**config.mk**
```make
export PLATFORM = sky130hd
export DESIGN_NAME = tcc_top
export DESIGN_NICKNAME = d
export VERILOG_FILES = /design/src/rtl/tcc_pkg.sv /design/src/rtl/tcc_sync.sv /design/src/rtl/tcc_clock_sel.sv /design/src/rtl/tcc_top.sv
export VERILOG_INCLUDE_DIRS = /design/src /design/src/rtl
export SDC_FILE = /design/constraint.sdc
export NUM_CORES = 1
export LEC_CHECK = 0
export BUFFER_PORTS_ARGS = -buffer_cell sky130_fd_sc_hd__buf_2
export CAP_MARGIN = 20
export CORE_AREA = 5 5 289 291
export DETAILED_ROUTE_END_ITERATION = 8
export DIE_AREA = 0 0 294 296
export SLEW_MARGIN = 20
export SYNTH_ARGS = -nofsm -noshare
export SYNTH_HDL_FRONTEND = slang
export SYNTH_SLANG_ARGS = --single-unit
```
**constraint.sdc**
```tcl
create_clock -name mclk -period 6.22 [get_ports mclk]
set_input_delay 0.622 -clock mclk [delete_from_list [all_inputs] [get_ports mclk]]
set_output_delay 0.622 -clock mclk [all_outputs]
set_load 0.02 [all_outputs]
```
**src/rtl/tcc_consts.svh**
```systemverilog
// Register map, field positions and reset values of the compare/capture block
`ifndef TCC_CONSTS_SVH
`define TCC_CONSTS_SVH

// Channel count and the first channel that owns buffer registers
`define TCC_NCH 5
`define TCC_FIRST_BUF_CH 3
`define TCC_EXT_CLKS 4

// Word index layout: channel in index bits 4:2, register in bits 1:0
`define TCC_SEL_GRA 2'h0
`define TCC_SEL_GRB 2'h1
`define TCC_SEL_TCR 2'h2
// Buffer bank: channel field value 5, slot = {channel is 4, register B}
`define TCC_BUF_BANK 3'h5

// Reset values
`define TCC_WORD_RESET 16'hffff
`define TCC_TCR_RESET 8'h80

// Counter control field positions
`define TCC_CCLR_HI 6
`define TCC_CCLR_LO 5
`define TCC_CKEG_HI 4
`define TCC_CKEG_LO 3
`define TCC_TPSC_HI 2
`define TCC_TPSC_LO 0

// I/O select codes for compare use
`define TCC_IO_OUT0 3'h1
`define TCC_IO_OUT1 3'h2
`define TCC_IO_TOGGLE 3'h3
// Channel whose toggle code drives a steady high level
`define TCC_STEADY_CH 2

`endif

```
**src/rtl/tcc_pkg.sv**
```systemverilog
// Types and helper functions shared by the compare/capture block
package tcc_pkg;

    // Data word of the register port
    typedef logic [15:0] tcc_word_t;

    // Counter clear source selection
    typedef enum logic [1:0] {
        TCC_CLR_NONE = 2'b00,
        TCC_CLR_A = 2'b01,
        TCC_CLR_B = 2'b10,
        TCC_CLR_SYNC = 2'b11
    } tcc_clr_e;

    // One processor request; read when sel is high and wr is low
    typedef struct packed {
        logic sel;
        logic wr;
        logic [4:0] idx;
        logic [1:0] be;
        tcc_word_t wdata;
    } tcc_bus_s;

    // Buffer enables, in buffer slot order
    typedef struct packed {
        logic buffer_en_b_ch4;
        logic buffer_en_a_ch4;
        logic buffer_en_b_ch3;
        logic buffer_en_a_ch3;
    } tcc_fn_s;

    // All state of the top module
    typedef struct packed {
        logic [4:0][1:0][15:0] gr;
        logic [3:0][15:0] br;
        logic [4:0][7:0] counter_control;
        logic [4:0][1:0] lvl;
        logic [4:0][1:0] prev;
        logic [4:0][1:0] flag;
        logic [4:0] clr;
        tcc_word_t rdata;
        logic rvalid;
    } tcc_state_s;

    // Byte-lane merge of a write into a 16-bit register
    function automatic tcc_word_t tcc_merge(tcc_word_t old, tcc_word_t wd, logic [1:0] be);
        tcc_word_t res;
        res = old;
        if (be[1]) res[15:8] = wd[15:8];
        if (be[0]) res[7:0] = wd[7:0];
        return res;
    endfunction : tcc_merge

    // Edge choice: 00 rising, 01 falling, 1x both
    function automatic logic tcc_edge_hit(logic [1:0] sel, logic rise, logic fall);
        return sel[1] ? (rise | fall) : (sel[0] ? fall : rise);
    endfunction : tcc_edge_hit

endpackage : tcc_pkg

```
**src/rtl/tcc_sync.sv**
```systemverilog
// Three-stage synchroniser whose output moves once stages two and three agree
`timescale 1ns/100ps
module tcc_sync #(
    parameter int W = 1
) (
    // Clock and reset
    input wire logic mclk,
    input wire logic rst_n,
    // Asynchronous inputs and their settled levels
    input wire logic [W-1:0] din,
    output logic [W-1:0] dout
);
    // All synchroniser state
    typedef struct packed {
        logic [W-1:0] s1;
        logic [W-1:0] s2;
        logic [W-1:0] s3;
        logic [W-1:0] lvl;
    } tcc_sync_state_s;

    tcc_sync_state_s q, d;

    // Stage one feeds only stage two; the level follows agreement of two and three
    always_comb begin
        d = q;
        d.s1 = din;
        d.s2 = q.s1;
        d.s3 = q.s2;
        d.lvl = (q.s2 & q.s3) | (q.lvl & (q.s2 | q.s3));
    end

    // State register
    always_ff @(posedge mclk or negedge rst_n) begin
        if (!rst_n) begin
            q <= '0;
        end else begin
            q <= d;
        end
    end

    assign dout = q.lvl;

endmodule : tcc_sync

```
**src/rtl/tcc_clock_sel.sv**
```systemverilog
// Counter clock selection: internal prescaler taps or edges of external clocks
`timescale 1ns/100ps
`include "tcc_consts.svh"
module tcc_clock_sel
    import tcc_pkg::*;
(
    // Clock and reset
    input wire logic mclk,
    input wire logic rst_n,
    // Channel control byte and settled external clock levels
    input wire logic [7:0] ctrl,
    input wire logic [`TCC_EXT_CLKS-1:0] ext_lvl,
    input wire logic phase_mode,
    // One-cycle count request to the channel counter
    output logic count_tick
);
    // All state of the selector
    typedef struct packed {
        logic [2:0] div;
        logic [`TCC_EXT_CLKS-1:0] ext_prev;
        logic tick;
    } tcc_clk_state_s;

    tcc_clk_state_s q, d;
    logic [2:0] psc; // Prescaler field
    logic [1:0] edge_sel; // External edge field
    logic [2:0] mask; // Divider bits that must all be high
    logic rise; // Rising edge on the chosen external clock
    logic fall; // Falling edge on the chosen external clock

    // Count request generation
    always_comb begin
        d = q;
        psc = ctrl[`TCC_TPSC_HI:`TCC_TPSC_LO];
        edge_sel = ctrl[`TCC_CKEG_HI:`TCC_CKEG_LO];
        rise = 1'b0;
        fall = 1'b0;
        d.div = q.div + 3'h1;
        d.ext_prev = ext_lvl;
        unique case (psc[1:0])
            2'h0: mask = 3'h0;
            2'h1: mask = 3'h1;
            2'h2: mask = 3'h3;
            2'h3: mask = 3'h7;
        endcase
        if (!psc[2]) begin
            // Internal source: one count request per divided period, edge field unused
            d.tick = (q.div & mask) == mask;
        end else begin
            // External source: edge field picks the counted edges
            rise = ext_lvl[psc[1:0]] && !q.ext_prev[psc[1:0]];
            fall = !ext_lvl[psc[1:0]] && q.ext_prev[psc[1:0]];
            d.tick = tcc_edge_hit(edge_sel, rise, fall);
        end
        // Phase counting takes over the counter, so these fields are ignored
        if (phase_mode) begin
            d.tick = 1'b0;
        end
    end

    // State register
    always_ff @(posedge mclk or negedge rst_n) begin
        if (!rst_n) begin
            q <= '0;
        end else begin
            q <= d;
        end
    end

    assign count_tick = q.tick;

endmodule : tcc_clock_sel

```
**src/rtl/tcc_top.sv**
```systemverilog
// Compare/capture registers, buffer registers and counter control for five channels
`timescale 1ns/100ps
`include "tcc_consts.svh"

module tcc_top
    import tcc_pkg::*;
(
    // Clock, reset and low-power state
    input wire logic mclk,
    input wire logic rst_n,
    input wire logic standby,
    // Processor register port
    input wire tcc_bus_s cpu_req,
    output logic [15:0] cpu_rdata,
    output logic cpu_rvalid,
    // Counter values and their step strobes
    input wire tcc_word_t [4:0] chan_counter,
    input wire logic [4:0] counter_step,
    // Mode settings from neighbouring timer registers
    input wire logic [4:0][1:0][2:0] io_sel,
    input wire logic [4:0] pwm_mode,
    input wire logic phase_mode_ch2,
    input wire tcc_fn_s function_control,
    input wire logic [4:0] sync_clear_in,
    // Compare/capture pins, index [channel][0 = A, 1 = B]
    input wire logic [4:0][1:0] pin_in,
    output logic [4:0][1:0] pin_out,
    output logic [4:0][1:0] pin_oe,
    // External clock pins, A in bit 0
    input wire logic [`TCC_EXT_CLKS-1:0] ext_clock_in,
    // Results to the counter and status logic
    output logic [4:0][1:0] match_flag_set,
    output logic [4:0] counter_clear,
    output logic [4:0] count_tick
);
    // State after reset and throughout standby
    localparam tcc_state_s ST_RST = '{
        gr: {10{`TCC_WORD_RESET}},
        br: {4{`TCC_WORD_RESET}},
        counter_control: {5{`TCC_TCR_RESET}},
        default: '0
    };

    tcc_state_s q, d;
    logic [4:0][1:0] pin_lvl; // Settled pin levels
    logic [`TCC_EXT_CLKS-1:0] ext_lvl; // Settled external clock levels
    logic [4:0][1:0] cmp; // Compare match this cycle
    logic [4:0][1:0] cap; // Capture this cycle
    logic [2:0] ch_idx; // Channel field of the request index
    logic [1:0] reg_sel; // Register field of the request index
    logic [2:0] io; // I/O select of the register in hand
    logic rise; // Rising edge on its pin
    logic fall; // Falling edge on its pin
    logic [1:0] bsel; // Buffer slot paired with it
    logic buf_on; // Buffering active for it

    assign ch_idx = cpu_req.idx[4:2];
    assign reg_sel = cpu_req.idx[1:0];

    // Pin and external clock synchroniser
    tcc_sync #(
        .W(10 + `TCC_EXT_CLKS)
    ) u_sync (
        .mclk(mclk),
        .rst_n(rst_n),
        .din({ext_clock_in, pin_in}),
        .dout({ext_lvl, pin_lvl})
    );

    // Counter clock selection per channel
    for (genvar c = 0; c < `TCC_NCH; c++) begin : g_clk
        tcc_clock_sel u_clk (
            .mclk(mclk),
            .rst_n(rst_n),
            .ctrl(q.counter_control[c]),
            .ext_lvl(ext_lvl),
            .phase_mode(phase_mode_ch2 && (c == 2)),
            .count_tick(count_tick[c])
        );
    end

    // Next state: processor access first, hardware events override it
    always_comb begin
        d = q;
        d.flag = '0;
        d.clr = '0;
        d.rvalid = 1'b0;
        cmp = '0;
        cap = '0;
        io = '0;
        rise = 1'b0;
        fall = 1'b0;
        bsel = '0;
        buf_on = 1'b0;
        // Read: data from the flops, answered one cycle later
        if (cpu_req.sel && !cpu_req.wr) begin
            d.rvalid = 1'b1;
            d.rdata = '0;
            if (ch_idx < 3'(`TCC_NCH)) begin
                unique case (reg_sel)
                    `TCC_SEL_GRA, `TCC_SEL_GRB: d.rdata = q.gr[ch_idx][reg_sel[0]];
                    `TCC_SEL_TCR: d.rdata = {8'h00, q.counter_control[ch_idx]};
                    default: d.rdata = '0;
                endcase
            end else if (ch_idx == `TCC_BUF_BANK) begin
                d.rdata = q.br[reg_sel];
            end
        end
        // Write with byte lanes; unmapped indexes are ignored
        if (cpu_req.sel && cpu_req.wr) begin
            if (ch_idx < 3'(`TCC_NCH)) begin
                unique case (reg_sel)
                    `TCC_SEL_GRA, `TCC_SEL_GRB: begin
                        d.gr[ch_idx][reg_sel[0]] =
                            tcc_merge(q.gr[ch_idx][reg_sel[0]], cpu_req.wdata, cpu_req.be);
                    end
                    `TCC_SEL_TCR: begin
                        // Bit 7 is stored as written and has no effect
                        if (cpu_req.be[0]) d.counter_control[ch_idx] = cpu_req.wdata[7:0];
                    end
                    default: ;
                endcase
            end else if (ch_idx == `TCC_BUF_BANK) begin
                d.br[reg_sel] = tcc_merge(q.br[reg_sel], cpu_req.wdata, cpu_req.be);
            end
        end
        // Compare and capture for every register of every channel
        for (int c = 0; c < `TCC_NCH; c++) begin
            for (int r = 0; r < 2; r++) begin
                io = io_sel[c][r];
                rise = pin_lvl[c][r] && !q.prev[c][r];
                fall = !pin_lvl[c][r] && q.prev[c][r];
                bsel = {c == 4, r[0]};
                buf_on = (c >= `TCC_FIRST_BUF_CH) && function_control[bsel];
                d.prev[c][r] = pin_lvl[c][r];
                // Capture use; PWM modes ignore the select and keep compare use
                if (io[2] && !pwm_mode[c]) begin
                    if (tcc_edge_hit(io[1:0], rise, fall)) begin
                        cap[c][r] = 1'b1;
                        d.gr[c][r] = chan_counter[c];
                        d.flag[c][r] = 1'b1;
                        // Previous capture value moves into the buffer
                        if (buf_on) d.br[bsel] = q.gr[c][r];
                    end
                // Compare checked only on the cycle the counter takes a new count
                end else if (counter_step[c] && chan_counter[c] == q.gr[c][r]) begin
                    cmp[c][r] = 1'b1;
                    d.flag[c][r] = 1'b1;
                    if (buf_on) d.gr[c][r] = q.br[bsel];
                    // Pin level at match
                    unique case (io)
                        `TCC_IO_OUT0: d.lvl[c][r] = 1'b0;
                        `TCC_IO_OUT1: d.lvl[c][r] = 1'b1;
                        `TCC_IO_TOGGLE: begin
                            d.lvl[c][r] = (c == `TCC_STEADY_CH) ? 1'b1 : !q.lvl[c][r];
                        end
                        default: ;
                    endcase
                end
            end
        end
        // Counter clear request per channel
        for (int c = 0; c < `TCC_NCH; c++) begin
            unique case (tcc_clr_e'(q.counter_control[c][`TCC_CCLR_HI:`TCC_CCLR_LO]))
                TCC_CLR_NONE: d.clr[c] = 1'b0;
                TCC_CLR_A: d.clr[c] = cmp[c][0] | cap[c][0];
                TCC_CLR_B: d.clr[c] = cmp[c][1] | cap[c][1];
                TCC_CLR_SYNC: d.clr[c] = sync_clear_in[c];
            endcase
        end
        // Standby holds all state of this block at its reset value; the synchroniser and clock selectors keep running
        if (standby) begin
            d = ST_RST;
        end
    end

    // State register
    always_ff @(posedge mclk or negedge rst_n) begin
        if (!rst_n) begin
            q <= ST_RST;
        end else begin
            q <= d;
        end
    end

    // Pin drive only for compare use with output selected
    always_comb begin
        for (int c = 0; c < `TCC_NCH; c++) begin
            for (int r = 0; r < 2; r++) begin
                pin_oe[c][r] = !standby && !io_sel[c][r][2] && (io_sel[c][r] != 3'h0);
            end
        end
    end

    // Registered outputs
    assign pin_out = q.lvl;
    assign match_flag_set = q.flag;
    assign counter_clear = q.clr;
    assign cpu_rdata = q.rdata;
    assign cpu_rvalid = q.rvalid;
endmodule : tcc_top

```
; Yosys cells after proc, flatten, opt, wreduce, memory -nomap -nowiden
; Index checks and enable logic that the tools add are counted.
[word_totals]
reg_bits = 396
inputBits = 172
output_inout_bits = 57
wordCells = 620
[op_classes]
n_addsub = 5
order_cmp = 12
eq_ne = 88
n_mux = 234
n_bitwise = 34
n_reduce_logical = 190
[op_table]
columns = operator, n
row1 = 16-bit 2-to-1 mux, 47
row2 = 160-bit 2-to-1 mux, 2
row3 = 316-bit 2-to-1 mux, 1
row4 = 264-bit 2-to-1 mux, 1
row5 = 160-bit bitwise mux, 1
row6 = 16-bit == test, 10
row7 = 8-bit 2-to-1 mux, 18
row8 = 64-bit 2-to-1 mux, 2
row9 = 40-bit 2-to-1 mux, 3
row10 = 1-bit 2-to-1 mux, 116
row11 = 32-bit binary-select mux with 3-bit select, 1
row12 = 32-bit demux with 3-bit select, 1
row13 = 1-bit logical AND, 75
row14 = 64-bit bitwise mux, 1
row15 = 32-bit 2-to-1 mux, 2
row16 = "3-bit by 2-bit == test with 1-bit output, second input constant", 20
row17 = 3-bit case mux with 4 select lines, 5
row18 = 1-bit zero test, 55
row19 = "2-bit == test, second input constant", 21
row20 = 40-bit bitwise mux, 1
row21 = 3-bit nonzero test, 12
row22 = 16-bit binary-select mux with 2-bit select, 1
row23 = 16-bit demux with 2-bit select, 1
row24 = 16-bit case mux with 2 select lines, 1
row25 = other kinds (31), 165

; Logic depth before layout (Yosys ltp)
[logic_depth]
word_depth = 16
ltp_mapped = 10
mapped_depth_nobuf = 8

; By module
; A second synthesis with hierarchy kept.
[hier_totals]
cells_unflattened = 2514
area_unflattened_um2 = 24440.9
[by_module_without_submodules]
columns = module, instances, cells_per_inst, area_per_inst_um2, seq_area_each_um2
row1 = tcc_top, 1, 2300, 20975.1, 8194.1
row2 = tcc_clock_sel, 5, 26, 360.3, 200.2
row3 = tcc_sync, 1, 84, 1664.1, 1401.3

; Worst setup path after synthesis
; Ideal clock, no wire load.
[synth_path]
kind = input-to-output
startpoint = input port standby
endpoint = output port pin_oe[0] (netlist bit)
arrival_time_ps = 1900
required_ps = 5598
slack_ps = 3698
cell_stages = 5
path_buffers = 4
cell_sequence = clkbuf_1 > clkbuf_1 > clkbuf_1 > clkbuf_1 > nor3_1
[synth_rtl]
columns = element, line
row1 = from (decl), tcc_top.sv:11  ; input wire logic standby,
row2 = to (decl), tcc_top.sv:28  ; output logic [4:0][1:0] pin_oe,

==> impl_results.md <==
* Remaining Overflow, GRT at 0
* Die area at about 87000 um2
* Ys flop type: dfstp_2
* Die X at 294 um
* Worst R2R Path Depth at 7
* Tmin final at 3320 ps
* DP Worst Slack at 2430 ps
* Rows at 104
* Worst hold path class: in -> async
* Iteration-0 DRC Markers at 2431
* CP startpoint kind: input pin
* Synth Cell Area at about 24000 um2
* Slew Viols, Final at 0
* Period utilization at 53.4%
* Reg2reg setup slack at 3270 ps
* Worst Skew at about 23 ps
* Final setup margin at 2900 ps
* Total wire length at slightly below 100000 um
* Layout Utilization at 34.1%
* Post-synth top area cell: dfstp_2
* Starting Density at 29.7%
* Pre-antenna DRT Iters at 6
* Peak Freq at 0.301 GHz
* Slew @ Worst Pin at 1110 ps
* Worst-case clock buffer depth at 3
* Grt peak-use layer: met2
* Static Leak at 10.7 nW
* VDD IR max at approximately 0.00018 V
* Post-synth net total at 2670
* Arr. time, crit path at 3840 ps
* Asr flop ratio synth at 100%
* Min Hold Slack at about 48 ps
* TritonCTS Buffers at 48
* Port Buffer Count at 228
* IO Pins at 229
* Area grow syn2layout at 14.7%
* Hold buffers post-CTS at 0
* Most frequent cells after synthesis: dfstp_2 (229), o21ai_0 (216), nor2_1 (215), nand2_1 (171), a21oi_1 (170)
* Post-cts sizing count at 0
* Setup TNS at 0 ps
* Final Hold Viols at 0
* Register area share after synthesis at 42.7%
* Post-CTS setup buffer count at 0
* Power Total at around 6.9 mW
* Post-synth EDFFs at 0
* DR vias/cell at 5.70
* Grt met3 use at 6.39%
* Post-synth cell types at 79
* Mean area per synthesized cell at 9.69 um2
* Clock Latency Late Sink at 600 ps
* Met2 Track Usage GR at 32.9%
* Unrepaired setup endpoints after global routing: no
* Wire per inst at 26.8 um
* Ranking of synthesized cells by area: dfstp_2 (25%), dfrtp_1 (18%), o21ai_0 (4.5%), a211o_1 (3.6%), a21oi_1 (3.6%)
* DRC Markers at 0
* Routed Antenna Nets at 0
* Synth warnings at 0
* CTS clock-pin slew for the worst setup and hold paths at around 60 ps
* Initial antenna violation count at 29
* CTS tree: yes
* # Max-Cap Violations at 0
* Top-count cell post-synth: dfstp_2
* Layout cells sized above 1 at 26.9%
* Max H-tree Level at 2
* Die height at 296 um
* Vias in the first global route at 20.0k
* Core Box Area at approximately 80000 um2
* Status: finished, final reports clean
* Cells after Synth at 2463
* Largest net degree at the start of global routing at 170
* CTS root buf: clkbuf_16
* Worst-path fanout max at 65
* Clk sinks at 396
* Top cell type's share of synthesized area at 25.2%
* Power Density at roughly 250 nW/um2
* First-pass GRT wire length at 142000 um
* Via Count at 20.9k
* Kind of end point of the critical path: flip-flop
* Fillers at 8199
* Slew margin rel. at ~25%
* Post-DP HPWL at 71200 um
* CP required at 6740 ps
* Yosys reg bits at about 400
* Finish-stage setup viols at 0
* Net count reported at finish at ~2.8k
* Crit path kind: in -> reg
* GRT Total Usage at 21.8%
* RePlAce Congestion at 0.976
* GR Layer Usage met1 at between 20 and 30%
==> where the power goes <==
group	internal [mW]	switching, mW
logic	0.416	0.714
registers	2.79	0.192
clock network	1.64	1.17
==> cells in the final DEF, fill, tap and decap left out, drive strengths merged, types with 22 or more instances in the layout <==
| master | netlist | layout |
|---|---|---|
| buf | 105 | 278 |
| o21ai | 232 | 232 |
| dfstp | 229 | 229 |
| nor2 | 217 | 217 |
| nand2 | 172 | 172 |
| a21oi | 170 | 170 |
| dfrtp | 167 | 167 |
| a211o | 98 | 98 |
| xnor2 | 88 | 88 |
| a211oi | 88 | 88 |
| xor2 | 77 | 77 |
| clkbuf | 120 | 70 |
| inv | 60 | 60 |
| a21o | 51 | 51 |
| a221oi | 49 | 49 |
| ha | 35 | 35 |
| mux2i | 33 | 33 |
| mux4 | 30 | 30 |
| a22oi | 30 | 30 |
| nor3 | 29 | 29 |
| mux2 | 25 | 25 |
| nand4 | 23 | 23 |
| a31oi | 22 | 22 |
==> per-layer routing <==
| metal | wire, um | up-vias |
|---|---|---|
| li1 | - | 9250 |
| met1 | 39900 | 10300 |
| met2 | 42800 | 1122 |
| met3 | 10300 | 275 |
| met4 | 5090 | 30 |
| met5 | 199 | - |
==> cell families (layout without fill, tap and decap cells) <==
| logic type | Yosys count | after routing | share of synthesized area [%] |
|---|---|---|---|
| AO/OA/AOI/OAI | 888 | 888 | 26.0 |
| flip-flops | 396 | 396 | 42.7 |
| AND/OR/NAND/NOR | 590 | 590 | 11.7 |
| buffers and inverters | 287 | 427 | 5.73 |
| XOR/XNOR | 165 | 165 | 6.06 |
| adder cells (fa/ha/maj) | 49 | 49 | 2.42 |
| other | 0 | 10 | 0 |
| multiplexers | 88 | 88 | 5.40 |
==> sequential cells by signal, indices dropped and copies added (netlist names) <==
| signal | count |
|---|---|
| u_sync.q | 14 |
| q | 274 |
| match_flag_set | 10 |
| u_sync.dout | 14 |
| cpu_rvalid | 1 |
| cpu_rdata | 16 |
| g_clk.u_clk.q | 19 |
| pin_out | 10 |
| u_sync.d | 28 |
| counter_clear | 5 |
| g_clk.u_clk.count_tick | 5 |
==> worst paths after layout <==
kind	start	to
setup reg to reg	q[263]	q[252]
min in group mclk	pin_in[8]	u_sync.d[36]
max in group asynchronous	rst_n	q[314]
hold reg to reg	u_sync.d[37]	u_sync.d[23]
hold / removal	rst_n	u_sync.d[25]
setup / recovery	cpu_req[21]	q[242]
==> per-stage QoR <==
stage               std cells  area [um2]
finish                   3673       27400
global route             3668       27400
CTS                      3659       27300
detailed placement       3572       25700
global placement         3570       25700
floorplan                2463       23900
==> critical path, stage by stage <==
cell	delay [ps]
buf_4	630
buf_4	460
nor2b_1	100
buf_4	240
a22oi_1	450
o211ai_1	240
a31oi_4	520
a211oi_1	170
a211o_1	300
==> cell type report <==
type / instances / area (um2) / area share, %
diodes: 10 / 25.0 / 0.0914
clock buffers: 70 / 1370 / 4.99
clock inverters: 17 / 160 / 0.585
inverters: 62 / 233 / 0.850
multi-input cells: 1780 / 12500 / 45.5
flip-flops and latches: 396 / 10200 / 37.2
well taps: 1060 / 1330 / 4.85
repair buffers: 278 / 1610 / 5.89
No activity file was read; power rests on OpenSTA's default activity.
